==> config.mk <==
export PLATFORM = sky130hd
export DESIGN_NAME = ccr_device_flat
export DESIGN_NICKNAME = d
export VERILOG_FILES = /design/src/verilog/ccr_pkg.sv /design/src/verilog/ccr_link_if.sv /design/src/verilog/ccr_device.sv /design/src/flat_wrapper.sv
export VERILOG_INCLUDE_DIRS = /design/src /design/src/verilog
export SDC_FILE = /design/constraint.sdc
export NUM_CORES = 1
export LEC_CHECK = 0
export ABC_AREA = 1
export BUFFER_PORTS_ARGS = -buffer_cell sky130_fd_sc_hd__buf_2
export CORE_MARGIN = 8
export CORE_UTILIZATION = 46
export DETAILED_ROUTE_END_ITERATION = 7
export GPL_TIMING_DRIVEN = 0
export HOLD_SLACK_MARGIN = 0.15
export PLACE_DENSITY_LB_ADDON = 0.15
export SLEW_MARGIN = 15
export SYNTH_ARGS = -nofsm -noshare
export SYNTH_HDL_FRONTEND = slang
export SYNTH_SLANG_ARGS = --single-unit
==> constraint.sdc <==
create_clock -name core_clk -period 7.7 [get_ports core_clk]
set_clock_uncertainty 0.1 [all_clocks]
set_input_delay 1.54 -clock core_clk [delete_from_list [all_inputs] [get_ports core_clk]]
set_output_delay 1.54 -clock core_clk [all_outputs]
set_load 0.02 [all_outputs]
==> src/verilog/ccr_map.svh <==
// Constants for the continuous conversion readback port.
// Assumes inclusion by both ends and the package; definitions only.
`ifndef CCR_MAP_SVH
`define CCR_MAP_SVH
`define CCR_FRAME_BITS 32
`define CCR_RESULT_BITS 24
`define CCR_TRAIL_BITS 8
`define CCR_CNT_W 6
`define CCR_FRAME_LAST 6'h1F
`define CCR_FRAME_LEN 6'h20
`define CCR_SCLK_DIV_W 4
`define CCR_SCLK_HALF 4'h3
`define CCR_BUF_DEPTH 2
`define CCR_STATUS_LAST_BIT 0
`endif

==> src/verilog/ccr_pkg.sv <==
// Types shared by both ends of the readback link.
// Assumes ccr_map.svh is on the include path.
`default_nettype none
`include "ccr_map.svh"
package ccr_pkg;
  typedef logic [`CCR_FRAME_BITS-1:0] ccr_frame_t;
  typedef logic [`CCR_RESULT_BITS-1:0] ccr_result_t;
  typedef logic [`CCR_TRAIL_BITS-1:0] ccr_trail_t;
  typedef logic [`CCR_CNT_W-1:0] ccr_cnt_t;
  typedef enum logic [2:0] {
    CCR_IDLE = 3'h1,
    CCR_WAIT = 3'h2,
    CCR_SHIFT = 3'h4
  } ccr_state_t;
endpackage
`default_nettype wire

==> src/verilog/ccr_link_if.sv <==
// Serial link between the converter end and the host end.
// Assumes both ends sit on their own core_clk; pins are plain wires.
`default_nettype none
interface ccr_link_if;
  logic cs_n;
  logic sclk;
  logic sdo;
  logic conversion_ready_strobe;
  logic sync_n;
  modport device (
    input cs_n, sclk, sync_n,
    output sdo, conversion_ready_strobe
  );
  modport host (
    output cs_n, sclk, sync_n,
    input sdo, conversion_ready_strobe
  );
endinterface
`default_nettype wire

==> src/verilog/ccr_device.sv <==
// Converter end: frames each result and shifts it out on sdo.
// Assumes link pins are asynchronous; sampled through two flops.
`default_nettype none
`include "ccr_map.svh"
// Overview of operation
// [RL1] Host holds chip select low while reading
// [RL2] No address bits; results stream directly
// [RL3] Strap mode defaults to continuous readback
// [RL4] Frame: 24-bit result plus eight trailing bits
// [RL5] Strap mode trailing byte is always status
// [RL6] Host serial clock divides its master clock
// [RL7] Host runs serial clock for whole period
// [RL8] Last bit held until next strobe rise
// [RL9] Host configures, enters readback, then syncs
// [RL10] Sync after strobe applies settings, resets filter
// [RL11] Host aligns frames to the ready strobe
// [RL12] Serial clock high at strobe rise
// [RL13] Data output reset on each strobe rise
// [RL14] MSB driven on first falling clock edge
// [RL15] Strap mode final frame bit always one
// [RL16] Shift MSB first, result then trailer
// [RL17] Ready indication only in continuous readback
// [RL18] Register mode may append status header
module ccr_device
  import ccr_pkg::*;
(
  input wire logic core_clk,
  input wire logic reset_n,
  ccr_link_if.device link,
  input wire logic [`CCR_RESULT_BITS-1:0] result_data,
  input wire logic result_valid,
  output logic result_ready,
  input wire logic [`CCR_TRAIL_BITS-1:0] status_byte,
  input wire logic [`CCR_TRAIL_BITS-1:0] crc_byte,
  input wire logic strap_mode,
  input wire logic crc_select,
  input wire logic cont_readback_en,
  input wire logic new_settings_valid,
  output logic settings_applied,
  output logic filter_reset,
  output logic sync_seen
);
  // Two-entry result buffer
  logic [`CCR_RESULT_BITS-1:0] buf_mem_ff [`CCR_BUF_DEPTH];
  logic buf_wp_ff, nxt_buf_wp, buf_rp_ff, nxt_buf_rp;
  logic [1:0] buf_cnt_ff, nxt_buf_cnt;
  logic buf_push, buf_pop;
  // Synchronisers
  logic [1:0] sclk_sy_ff, cs_sy_ff, sync_sy_ff;
  logic sclk_d_ff, sync_d_ff;
  logic sclk_fall, sclk_rise, sync_rise;
  // Frame state
  ccr_frame_t shreg_ff, nxt_shreg;
  ccr_cnt_t cnt_ff, nxt_cnt;
  logic sdo_ff, nxt_sdo;
  logic strobe_ff, nxt_strobe;
  logic [`CCR_CNT_W-1:0] per_ff, nxt_per;
  logic stat_ff, nxt_stat;
  logic filt_ff, nxt_filt;
  logic sync_ff_o, nxt_sync_o;
  logic trail_en;

  function automatic ccr_frame_t build_frame(
    input logic [`CCR_RESULT_BITS-1:0] r,
    input logic [`CCR_TRAIL_BITS-1:0] st,
    input logic [`CCR_TRAIL_BITS-1:0] cr,
    input logic strap,
    input logic csel
  );
    ccr_trail_t t;
    t = (strap || !csel) ? st : cr; // see [RL4] see [RL5] see [RL18]
    if (strap) begin
      t[`CCR_STATUS_LAST_BIT] = 1'b1; // see [RL15]
    end
    build_frame = {r, t}; // see [RL16]
  endfunction

  assign buf_push = result_valid && (buf_cnt_ff != 2'h2);
  // Strap mode forces continuous readback
  assign trail_en = strap_mode || cont_readback_en; // see [RL3] see [RL17]
  // Frame starts on the rise after the last bit, while sclk is high
  assign buf_pop = trail_en && !cs_sy_ff[1] && (buf_cnt_ff != 2'h0) &&
    (per_ff == 6'h00) && sclk_rise;
  assign sclk_fall = sclk_d_ff && !sclk_sy_ff[1];
  assign sclk_rise = !sclk_d_ff && sclk_sy_ff[1];
  assign sync_rise = !sync_d_ff && sync_sy_ff[1];

  always_comb begin
    nxt_buf_wp = buf_wp_ff ^ buf_push;
    nxt_buf_rp = buf_rp_ff ^ buf_pop;
    nxt_buf_cnt = buf_cnt_ff + {1'b0, buf_push} - {1'b0, buf_pop};
  end

  always_ff @(posedge core_clk) begin
    if (!reset_n) begin
      buf_wp_ff <= 1'b0;
      buf_rp_ff <= 1'b0;
      buf_cnt_ff <= 2'h0;
      result_ready <= 1'b0;
    end else begin
      buf_wp_ff <= nxt_buf_wp;
      buf_rp_ff <= nxt_buf_rp;
      buf_cnt_ff <= nxt_buf_cnt;
      result_ready <= (nxt_buf_cnt != 2'h2);
      if (buf_push) begin
        buf_mem_ff[buf_wp_ff] <= result_data;
      end
    end
  end

  // Frame engine: strobe each 32 serial clocks; data shifts on falls
  always_comb begin
    nxt_shreg = shreg_ff;
    nxt_cnt = cnt_ff;
    nxt_sdo = sdo_ff;
    nxt_strobe = 1'b0;
    nxt_per = per_ff;
    if (cs_sy_ff[1] || !trail_en) begin
      nxt_per = 6'h00;
      nxt_cnt = `CCR_FRAME_LEN;
      nxt_sdo = 1'b0;
    end else if (buf_pop) begin
      nxt_strobe = 1'b1;
      nxt_sdo = 1'b0; // see [RL13]
      nxt_shreg = build_frame(buf_mem_ff[buf_rp_ff], status_byte,
        crc_byte, strap_mode, crc_select);
      nxt_cnt = 6'h00;
    end else if (sclk_fall) begin
      nxt_per = (per_ff == `CCR_FRAME_LAST) ? 6'h00 : per_ff + 6'h01;
      if (cnt_ff != `CCR_FRAME_LEN) begin
        nxt_sdo = shreg_ff[`CCR_FRAME_BITS-1]; // see [RL14] see [RL2]
        nxt_shreg = {shreg_ff[`CCR_FRAME_BITS-2:0], 1'b0};
        nxt_cnt = cnt_ff + 6'h01;
      end
      // Once count hits length the LSB stays put
    end // see [RL8]
  end

  always_ff @(posedge core_clk) begin
    if (!reset_n) begin
      shreg_ff <= '0;
      cnt_ff <= `CCR_FRAME_LEN;
      sdo_ff <= 1'b0;
      strobe_ff <= 1'b0;
      per_ff <= 6'h00;
    end else begin
      shreg_ff <= nxt_shreg;
      cnt_ff <= nxt_cnt;
      sdo_ff <= nxt_sdo;
      strobe_ff <= nxt_strobe;
      per_ff <= nxt_per;
    end
  end

  // Sync pulse applies settings and flushes filter
  always_comb begin
    nxt_stat = new_settings_valid && sync_rise; // see [RL10]
    nxt_filt = sync_rise;
    nxt_sync_o = sync_rise;
  end

  always_ff @(posedge core_clk) begin
    if (!reset_n) begin
      sclk_sy_ff <= 2'h3;
      cs_sy_ff <= 2'h3;
      sync_sy_ff <= 2'h3;
      sclk_d_ff <= 1'b1;
      sync_d_ff <= 1'b1;
      stat_ff <= 1'b0;
      filt_ff <= 1'b0;
      sync_ff_o <= 1'b0;
    end else begin
      sclk_sy_ff <= {sclk_sy_ff[0], link.sclk};
      cs_sy_ff <= {cs_sy_ff[0], link.cs_n};
      sync_sy_ff <= {sync_sy_ff[0], !link.sync_n};
      sclk_d_ff <= sclk_sy_ff[1];
      sync_d_ff <= sync_sy_ff[1];
      stat_ff <= nxt_stat;
      filt_ff <= nxt_filt;
      sync_ff_o <= nxt_sync_o;
    end
  end

  assign link.sdo = sdo_ff;
  assign link.conversion_ready_strobe = strobe_ff;
  assign settings_applied = stat_ff;
  assign filter_reset = filt_ff;
  assign sync_seen = sync_ff_o;
endmodule // ccr_device
`default_nettype wire

==> src/flat_wrapper.sv <==
// flat-port wrapper written by rule: the top's interface ports become plain ports
module ccr_device_flat import ccr_pkg::*;
  (core_clk, reset_n, result_data, result_valid, result_ready, status_byte, crc_byte, strap_mode, crc_select, cont_readback_en, new_settings_valid, settings_applied, filter_reset, sync_seen, link_cs_n, link_sclk, link_sync_n, link_sdo, link_conversion_ready_strobe);
  ccr_link_if link_i ();
  input wire logic core_clk;
  input wire logic reset_n;
  input wire logic [`CCR_RESULT_BITS-1:0] result_data;
  input wire logic result_valid;
  output logic result_ready;
  input wire logic [`CCR_TRAIL_BITS-1:0] status_byte;
  input wire logic [`CCR_TRAIL_BITS-1:0] crc_byte;
  input wire logic strap_mode;
  input wire logic crc_select;
  input wire logic cont_readback_en;
  input wire logic new_settings_valid;
  output logic settings_applied;
  output logic filter_reset;
  output logic sync_seen;
  input wire logic [$bits(link_i.cs_n)-1:0] link_cs_n;
  input wire logic [$bits(link_i.sclk)-1:0] link_sclk;
  input wire logic [$bits(link_i.sync_n)-1:0] link_sync_n;
  output wire logic [$bits(link_i.sdo)-1:0] link_sdo;
  output wire logic [$bits(link_i.conversion_ready_strobe)-1:0] link_conversion_ready_strobe;
  assign link_i.cs_n = link_cs_n;
  assign link_i.sclk = link_sclk;
  assign link_i.sync_n = link_sync_n;
  assign link_sdo = link_i.sdo;
  assign link_conversion_ready_strobe = link_i.conversion_ready_strobe;
  ccr_device u_core (.core_clk(core_clk), .reset_n(reset_n), .link(link_i), .result_data(result_data), .result_valid(result_valid), .result_ready(result_ready), .status_byte(status_byte), .crc_byte(crc_byte), .strap_mode(strap_mode), .crc_select(crc_select), .cont_readback_en(cont_readback_en), .new_settings_valid(new_settings_valid), .settings_applied(settings_applied), .filter_reset(filter_reset), .sync_seen(sync_seen));
endmodule
==> results of run 1 <==
==> how the worst max path moves through the flow <==
stage                  from                  endpoint
global route        reset_n  u_core.buf_mem_ff[1][13]
detailed placement  reset_n  u_core.buf_mem_ff[1][22]
floorplan           reset_n   u_core.buf_mem_ff[1][0]
finish              reset_n   u_core.buf_mem_ff[1][0]
global placement    reset_n  u_core.buf_mem_ff[1][21]
CTS                 reset_n   u_core.buf_mem_ff[1][0]
==> final cells by class <==
cell class | instances | area (um2) | share of cell area (%)
sequential | 110 | 2683 | 50.03
multi-input combinational | 383 | 1793 | 33.44
timing repair buffer | 55 | 280.3 | 5.228
buffer | 28 | 170.2 | 3.174
tap | 136 | 170.2 | 3.174
clock buffer | 11 | 131.4 | 2.450
inverter | 24 | 90.09 | 1.680
clock inverter | 5 | 43.79 | 0.8168
==> metrics by stage <==
step | total power [mW] | instances | utilization [%] | setup WS (ns)
global placement | 0.7220 | 734 | 50.88 | 2.264
global route | 1.073 | 752 | 52.88 | 4.452
finish | 1.028 | 752 | 52.88 | 4.600
detailed placement | 0.7252 | 736 | 51.15 | 4.193
CTS | 1.040 | 752 | 52.88 | 4.576
floorplan | 0.6940 | 545 | - | 3.490
==> power breakdown <==
part | internal (mW) | leakage (nW) | switching (mW) | total [mW]
combinational | 0.0289 | 1.12 | 0.0509 | 0.0798
clock | 0.122 | 0.0821 | 0.196 | 0.318
sequential | 0.626 | 0.942 | 0.00471 | 0.630
==> cell usage in the layout (no fill, tap or decap), types with 2 or more instances in the layout <==
cell type                      n
sky130_fd_sc_hd__xor2_1        5
sky130_fd_sc_hd__inv_1        21
sky130_fd_sc_hd__clkinvlp_4    2
sky130_fd_sc_hd__o21ai_0       5
sky130_fd_sc_hd__a21boi_0      2
sky130_fd_sc_hd__nand2_1     172
sky130_fd_sc_hd__dfxtp_1      62
sky130_fd_sc_hd__buf_1         3
sky130_fd_sc_hd__edfxtp_1     48
sky130_fd_sc_hd__buf_2        66
sky130_fd_sc_hd__buf_6         4
sky130_fd_sc_hd__xnor2_1       4
sky130_fd_sc_hd__buf_4         7
sky130_fd_sc_hd__or2_2         5
sky130_fd_sc_hd__ha_1          6
sky130_fd_sc_hd__nor3_1        4
sky130_fd_sc_hd__nor2_1       76
sky130_fd_sc_hd__nor2_2        3
sky130_fd_sc_hd__clkbuf_8      9
sky130_fd_sc_hd__o21ai_1       2
sky130_fd_sc_hd__inv_2         2
sky130_fd_sc_hd__nor2_4        2
sky130_fd_sc_hd__nand3_1      78
sky130_fd_sc_hd__nand2_8       2
sky130_fd_sc_hd__clkbuf_1      5
sky130_fd_sc_hd__a21oi_1       9
==> per-layer routing <==
layer / global-route usage (%) / routed length [um]
met1: 17.21 / 4490
met4: 4.785 / 114
met5: 0 / 0
met3: 3.022 / 316
met2: 23.83 / 4393
==> kinds of logic after synthesis <==
kind of cell	Yosys count	synth area share, %
adder cells (fa/ha/maj)	6	1.589
multiplexers	1	0.2384
AO/OA/AOI/OAI	19	2.198
buffers and inverters	52	5.510
flip-flops	110	56.79
AND/OR/NAND/NOR	348	32.00
XOR/XNOR	9	1.669
==> critical path: cells and delay by family <==
| family | cells | cell delay [ns] |
|---|---|---|
| buffers and inverters | 4 | 0.91 |
| AND/OR/NAND/NOR | 1 | 0.60 |
==> state kept, by name, summed over array words and instances, names as in the netlist, 2 cells and up, named ones only <==
register	count
u_core.cs_sy_ff	2
u_core.sclk_sy_ff	2
u_core.buf_cnt_ff	2
u_core.per_ff	6
u_core.buf_mem_ff	48
u_core.shreg_ff	32
u_core.cnt_ff	6
u_core.sync_sy_ff	2
==> impl_metrics.yaml, run 1 <==
run_status:
  outcome: "finished clean"
logic_synthesis:
  synth_warnings: 0
  synth_flop_cell: "sky130_fd_sc_hd__dfxtp_1"
  netlist.top_cell.by_area: "sky130_fd_sc_hd__edfxtp_1"
  yosys-top-cells-count: "sky130_fd_sc_hd__nand2_1, sky130_fd_sc_hd__nand3_1, sky130_fd_sc_hd__nor2_1"
  synth_area_um2: 4723
  syn_area_per_cell_um2: 8.667
  syn-num-nets: 601
  post-synth-top-count-cell: "sky130_fd_sc_hd__nand2_1"
  synthArstFlopShare_pct: 0
  post_synth_num_cell_types: 32
  yosysTopAreaCellShare_pct: 30.52
  synth_edf_count: 48
  synth_seq_cells: 110
  synth-seq-area-share_pct: 56.79
  netlist_instances: 545
  post_synth_main_area_contributors: "sky130_fd_sc_hd__edfxtp_1, sky130_fd_sc_hd__dfxtp_1, sky130_fd_sc_hd__nand2_1, sky130_fd_sc_hd__nand3_1, sky130_fd_sc_hd__nor2_1"
grt:
  antenna_violations_before_repair: 0
  track_usage_pct: 14.03
  grt_pass1_wl_um: 16290
  first_global_vias: 3558
  globalRoute.totalOverflow: 0
  largest_net_degree_at_the_start_of_global_routing: 25
worst_setup_path:
  worstSetupStartpointType: "input pin"
  crit_path_top_delay_cell: "sky130_fd_sc_hd__nor3_2"
  timing.critical_path.arrival_ns: 3.06
  critPathMaxFanout: 10
  worstReg2RegStart: "u_core.per_ff[0]"
  critical_path_required_ns: 7.66
  path_class: "in2reg"
  rr_endpoint: "u_core.result_ready"
  cpPeakStageDelay_ns: 0.60
  cp-end-kind: "register"
  r2r.worst_path.cells: 12
  r2r_setup_slk_ns: 5.49
  path_cells: "buf_2, inv_2, clkbuf_1, nor3_2, buf_4"
power:
  power_density_nw_per_um2: 191.8
  power.ir.vdd_worst_mv: 0.08722
  power.static_leakage_nw: 2.140
place:
  globalplace.congestion: 0.7769
  dp.final_hpwl_um: 6765
  portBuffers: 53
  postPlaceCellArea_um2: 5186
clock_network:
  clockRootBuffer: "sky130_fd_sc_hd__clkbuf_8"
  post_cts_hold_fix_bufs: 0
  insertion_delay_ns: 0.36
  maximum_buffer_depth_of_the_clock_tree: 2
  clock_sinks: 110
  postCtsResizedCells: 0
  worst_setup_hold_path_clk_slew_ns: 0.11
  cts_made_buffers: 9
  cts.htree.levels: 3
  postCtsSetupBuffers: 0
  tritoncts: "yes"
timing:
  unrepaired_setup_endpoints_after_global_routing: "no"
  tightestPinTransition_ns: 0.7492
  timing.slew.headroom_pct: 49.93
  tns_ns: 0
  min_period_over_period_pct: 40.26
  report.final.slew_viol_count: 0
  max_clock_freq_mhz: 322.6
  final.hold.worst_slack_ns: 0.3040
  period_needed_ns: 3.100
  report.final.setup_viol: 0
  finalHoldViolCount: 0
worst_hold_path:
  min_to: "u_core.filter_reset"
  min-delay-path-class: "reg2reg"
  hold-path-cell-count: 1
  min-delay-start: "u_core.sync_d_ff"
job:
  drv.max_cap_violation_count: 0
drt:
  vias: 3569
  detail-route-antenna-nets: 0
  first_pass_iters: 4
  avgViaCountPerCell: 4.746
  total_drc_errors_in_the_routed_layout: 0
  drt-total-wl_um: 9314
  drtIter0Drc: 181
  drt-wirelength-per-cell_um: 12.39
cells_and_area:
  finalNetCount: 667
  share_of_layout_cells_above_drive_strength_1_pct: 18.18
  area_delta_synth_final_pct: 13.51
  diodes: 0
  num-fill-cells: 946
  final_area_um2: 5361
die:
  ioPinCount: 56
  standard_cell_rows: 37
  initial_standard_cell_utilization_of_the_core_pct: 46.59
  die_x_um: 117.3
  chipHeight_um: 117.3
  fp.dieArea_um2: 13770
  core_region_area_um2: 10140
(Power assumes the default switching activity.)
==> run 2, diff against run 1 <==
==> constraint.sdc (replaced) <==
create_clock -name core_clk -period 2.6 [get_ports core_clk]
set_clock_uncertainty 0.1 [all_clocks]
set_input_delay 0.52 -clock core_clk [delete_from_list [all_inputs] [get_ports core_clk]]
set_output_delay 0.52 -clock core_clk [all_outputs]
set_load 0.02 [all_outputs]
==> impl_metrics.yaml, run 2 (synthesized netlist as in run 1, its figures left out) <==
drt:
  drt-wirelength-per-cell_um: 12.23
  detail-route-antenna-nets: 0
  avgViaCountPerCell: 4.736
  first_pass_iters: 4
  total_drc_errors_in_the_routed_layout: 0
  vias: 3557
  drtIter0Drc: 244
  drt-total-wl_um: 9185
cells_and_area:
  largest_register_ff_count: 48
  final_cells: 751
  top_regs: "u_core.buf_mem_ff: 48 flops, u_core.shreg_ff: 32 flops"
  layout_commonest_cell: "sky130_fd_sc_hd__nand2_1"
  final_area_um2: 5390
  area_delta_synth_final_pct: 14.12
  finalNetCount: 666
  largest_register: "u_core.buf_mem_ff"
  share_of_layout_cells_above_drive_strength_1_pct: 18.21
  diodes: 0
  layout.cells.most_common_list: "sky130_fd_sc_hd__nand2_1, sky130_fd_sc_hd__nand3_1, sky130_fd_sc_hd__nor2_1, sky130_fd_sc_hd__buf_2, sky130_fd_sc_hd__dfxtp_1"
  num-fill-cells: 946
timing:
  report.final.setup_viol: 0
  max_clock_freq_mhz: 446.6
  period_needed_ns: 2.239
  timing.slew.headroom_pct: 53.67
  unrepaired_setup_endpoints_after_global_routing: "no"
  min_period_over_period_pct: 86.12
  report.final.slew_viol_count: 0
  tightestPinTransition_ns: 0.6934
  finalHoldViolCount: 0
clock_network:
  insertion_delay_ns: 0.36
  clockRootBuffer: "sky130_fd_sc_hd__clkbuf_8"
  worst_setup_hold_path_clk_slew_ns: 0.10
  maximum_buffer_depth_of_the_clock_tree: 2
  cts.htree.levels: 3
  postCtsSetupBuffers: 0
  tritoncts: "yes"
  post_cts_hold_fix_bufs: 0
  clock_sinks: 110
  postCtsResizedCells: 0
  cts_made_buffers: 9
worst_setup_path:
  crit_family: "adder cells"
  timing.critical_path.arrival_ns: 2.38
  critPathMaxFanout: 10
  worstSetupStartpointType: "register"
  path_cells: "inv_1, ha_1, nand3_1, nor2_4, nand2_8, buf_6, inv_1, ha_1, inv_1, ha_1, nand2_1, o21ai_0"
  path_class: "reg2reg"
  cpPeakStageDelay_ns: 0.34
  cp-end-kind: "register"
  crit_path_top_delay_cell: "sky130_fd_sc_hd__dfxtp_1"
  critical_path_required_ns: 2.74
  worst-path-buf-inv: 4
die:
  die_x_um: 117.3
  chipHeight_um: 117.3
  standard_cell_rows: 37
  core_region_area_um2: 10140
  ioPinCount: 56
  initial_standard_cell_utilization_of_the_core_pct: 46.59
  fp.dieArea_um2: 13770
power:
  seqPwrFrac_pct: 59.6
  power.ir.vdd_worst_mv: 0.3624
  power.static_leakage_nw: 2.154
  power_density_nw_per_um2: 580.5
  switching_share_pct: 23.69
  intPower_mw: 2.388
  p_comb_share_pct: 7.5
  switching_power_mw: 0.7414
  clock_power_share_pct: 32.8
grt:
  first_global_vias: 3495
  largest_net_degree_at_the_start_of_global_routing: 25
  globalRoute.totalOverflow: 0
  antenna_violations_before_repair: 0
  grt_pass1_wl_um: 16070
  track_usage_pct: 13.92
run_status:
  outcome: "finished clean"
place:
  globalplace.congestion: 0.7902
  dp.final_hpwl_um: 6753
  placedCellCount: 735
  portBuffers: 53
  postPlaceCellArea_um2: 5192
worst_hold_path:
  min-delay-path-class: "in2reg"
job:
  drv.max_cap_violation_count: 0
==> run 2: layer usage <==
metal	wire length, um	GRT usage [%]	share of wire [%]	up-vias
li1	-	-	-	1889
met1	4405	17.68	48	1598
met2	4287	22.62	47	63
met3	402	2.878	4.4	7
met4	89	5.677	0.97	0
met5	0	0	0	-
==> run 2: cell type report <==
cell class	instances	area, um2	area share, %
inverter	24	90.09	1.671
clock inverter	7	73.82	1.370
multi-input combinational	383	1799	33.38
clock buffer	9	123.9	2.298
timing repair buffer	54	280.3	5.200
tap	136	170.2	3.157
sequential	110	2683	49.77
buffer	28	170.2	3.157
==> run 2: path summary, 6_finish.rpt <==
check,start,end,depth (start not counted),slack [ns]
worst max-delay path,u_core.per_ff[0],u_core.result_ready,12,0.36
worst min-delay path,link_sync_n,u_core.sync_sy_ff[0],2,0.20
worst max register to register,u_core.per_ff[0],u_core.result_ready,12,0.36
worst min register to register,u_core.sync_d_ff,u_core.filter_reset,1,0.31
==> run 2: worst register-to-register path, cell delays in order, from the launching register on <==
cell and delay (ns):
sky130_fd_sc_hd__dfxtp_1 0.34, sky130_fd_sc_hd__inv_1 0.09, sky130_fd_sc_hd__ha_1 0.15, sky130_fd_sc_hd__nand3_1 0.13, sky130_fd_sc_hd__nor2_4 0.26, sky130_fd_sc_hd__nand2_8 0.12, sky130_fd_sc_hd__buf_6 0.17, sky130_fd_sc_hd__inv_1 0.08
sky130_fd_sc_hd__ha_1 0.22, sky130_fd_sc_hd__inv_1 0.06, sky130_fd_sc_hd__ha_1 0.22, sky130_fd_sc_hd__nand2_1 0.08, sky130_fd_sc_hd__o21ai_0 0.08
==> run 2: metrics by stage <==
stage	util (%)	hold WS [ns]	TNS [ns]	setup slack (ns)	power [mW]
floorplan	-	0.2818	0	0.1028	2.056
global placement	50.93	0.2861	-30.54	-0.6778	2.135
detailed placement	51.22	0.2924	0	0.1063	2.145
CTS	53.17	0.1859	0	0.3355	3.171
global route	53.17	0.1834	0	0.1946	3.272
finish	53.17	0.2049	0	0.3609	3.129
==> run 2: power by group through the flow <==
stage,logic [mW],clock network (mW),registers (mW)
after global placement,0.228,0,1.91
after detailed placement,0.238,0,1.91
after CTS,0.239,1.06,1.87
after global routing,0.266,1.13,1.87
final,0.236,1.03,1.87
after floorplan,0.147,0,1.91
==> run 3, diff against run 2 <==
--- a/config.mk
+++ b/config.mk
@@ -8,7 +8,7 @@
 export LEC_CHECK = 0
 export ABC_AREA = 1
 export BUFFER_PORTS_ARGS = -buffer_cell sky130_fd_sc_hd__buf_2
-export CORE_MARGIN = 8
+export CORE_ASPECT_RATIO = 1.5
 export CORE_UTILIZATION = 46
 export DETAILED_ROUTE_END_ITERATION = 7
 export GPL_TIMING_DRIVEN = 0
==> impl_metrics.yaml, run 3 (synthesized netlist as in run 1, its figures left out) <==
clock_network:
  worst_setup_hold_path_clk_slew_ns: 0.06
  cts_made_buffers: 9
  postCtsSetupBuffers: 0
  cts.htree.levels: 3
  clockRootBuffer: "sky130_fd_sc_hd__clkbuf_16"
  clock_sinks: 110
  tritoncts: "yes"
  insertion_delay_ns: 0.34
  maximum_buffer_depth_of_the_clock_tree: 2
  postCtsResizedCells: 0
  post_cts_hold_fix_bufs: 0
die:
  initial_standard_cell_utilization_of_the_core_pct: 47.93
  chipHeight_um: 126.1
  standard_cell_rows: 44
  die_x_um: 84.74
  core_region_area_um2: 9854
  ioPinCount: 56
  fp.dieArea_um2: 10690
place:
  globalplace.congestion: 0.7324
  dp.final_hpwl_um: 6480
  dp_slack_ns: 0.2244
  postPlaceCellArea_um2: 5172
  portBuffers: 53
worst_setup_path:
  cpPeakStageDelay_ns: 0.32
  path_class: "reg2reg"
  worstSetupStartpointType: "register"
  critical_path_required_ns: 2.70
  worst-path-buf-inv: 4
  crit_family: "adder cells"
  r2r_setup_slk_ns: 0.32
  cp-end-kind: "register"
  critPathMaxFanout: 10
  timing.critical_path.arrival_ns: 2.38
  crit_path_top_delay_cell: "sky130_fd_sc_hd__dfxtp_1"
  path_cells: "inv_1, ha_1, nand3_1, nor2_4, nand2_8, buf_6, inv_1, ha_1, inv_1, ha_1, xnor2_1, o21ai_0"
worst_hold_path:
  min-delay-path-class: "in2reg"
timing:
  unrepaired_setup_endpoints_after_global_routing: "no"
  min_period_over_period_pct: 87.71
  max_clock_freq_mhz: 438.5
  timing.slew.headroom_pct: 64.15
  report.final.setup_viol: 0
  finalHoldViolCount: 0
  tightestPinTransition_ns: 0.5378
  report.final.slew_viol_count: 0
  period_needed_ns: 2.281
  setup_slack_of_the_critical_path_after_layout_ns: 0.3195
cells_and_area:
  layout.cells.most_common_list: "sky130_fd_sc_hd__nand2_1, sky130_fd_sc_hd__nand3_1, sky130_fd_sc_hd__nor2_1, sky130_fd_sc_hd__buf_2, sky130_fd_sc_hd__dfxtp_1"
  final_area_um2: 5478
  top_regs: "u_core.buf_mem_ff: 48 flops, u_core.shreg_ff: 32 flops"
  largest_register_ff_count: 48
  share_of_layout_cells_above_drive_strength_1_pct: 17.86
  finalNetCount: 667
  area_delta_synth_final_pct: 15.97
  largest_register: "u_core.buf_mem_ff"
  diodes: 0
  layout_commonest_cell: "sky130_fd_sc_hd__nand2_1"
power:
  seqPwrFrac_pct: 53.1
  clock_power_share_pct: 40.1
  power.ir.vdd_worst_mv: 0.4539
  power.static_leakage_nw: 2.213
  switching_share_pct: 21.10
  intPower_mw: 2.774
  power_density_nw_per_um2: 642.0
  finalPower_mw: 3.517
  p_comb_share_pct: 6.8
  switching_power_mw: 0.7422
drt:
  first_pass_iters: 6
  drtIter0Drc: 186
  detail-route-antenna-nets: 0
  vias: 3621
  drt-total-wl_um: 8996
  avgViaCountPerCell: 4.953
  total_drc_errors_in_the_routed_layout: 0
  drt-wirelength-per-cell_um: 12.31
grt:
  largest_net_degree_at_the_start_of_global_routing: 18
  antenna_violations_before_repair: 0
  track_usage_pct: 18.50
  globalRoute.totalOverflow: 0
  first_global_vias: 3532
  grt_pass1_wl_um: 15700
run_status:
  outcome: "finished clean"
job:
  drv.max_cap_violation_count: 0
## run 3: final cells by class
class | count | area (um2)
multi-input combinational | 383 | 1794
inverter | 24 | 90.09
buffer | 28 | 170.2
clock buffer | 10 | 229.0
tap | 115 | 143.9
fill | 925 | 4377
timing repair buffer | 55 | 291.5
sequential | 110 | 2683
clock inverter | 6 | 76.32
## run 3: final timing paths
check                                       from  cells past startpoint              endpoint
worst max-delay path            u_core.per_ff[0]                     12   u_core.result_ready
worst min-delay path                 link_sync_n                      2  u_core.sync_sy_ff[0]
worst min register to register  u_core.sync_d_ff                      1   u_core.filter_reset
worst max register to register  u_core.per_ff[0]                     12   u_core.result_ready
## run 3: power by group through the flow
stage	clock network (mW)	logic, mW	registers [mW]
3_3_place_gp	0	0.230	1.91
2_1_floorplan	0	0.147	1.91
4_1_cts	1.43	0.246	1.87
6_report	1.41	0.241	1.87
3_5_place_dp	0	0.245	1.91
5_1_grt	1.51	0.275	1.87
## run 3: stage by stage
| step | hold slack, ns | setup TNS (ns) | utilization (%) | cells |
|---|---|---|---|---|
| after CTS | 0.2296 | 0 | 55.59 | 731 |
| after global routing | 0.2358 | 0 | 55.59 | 731 |
| after floorplan | 0.2818 | 0 | - | 545 |
| after global placement | 0.2895 | -29.90 | 52.13 | 713 |
| after detailed placement | 0.2999 | 0 | 52.49 | 715 |
| final | 0.2396 | 0 | 55.59 | 731 |
## run 3: per-layer routing
metal	vias to the layer above	wire length (um)	track usage [%]
met1	1661	3893	22.02
li1	1888	-	-
met4	0	155	8.574
met2	63	4685	32.95
met5	-	0	0
met3	9	261	2.359
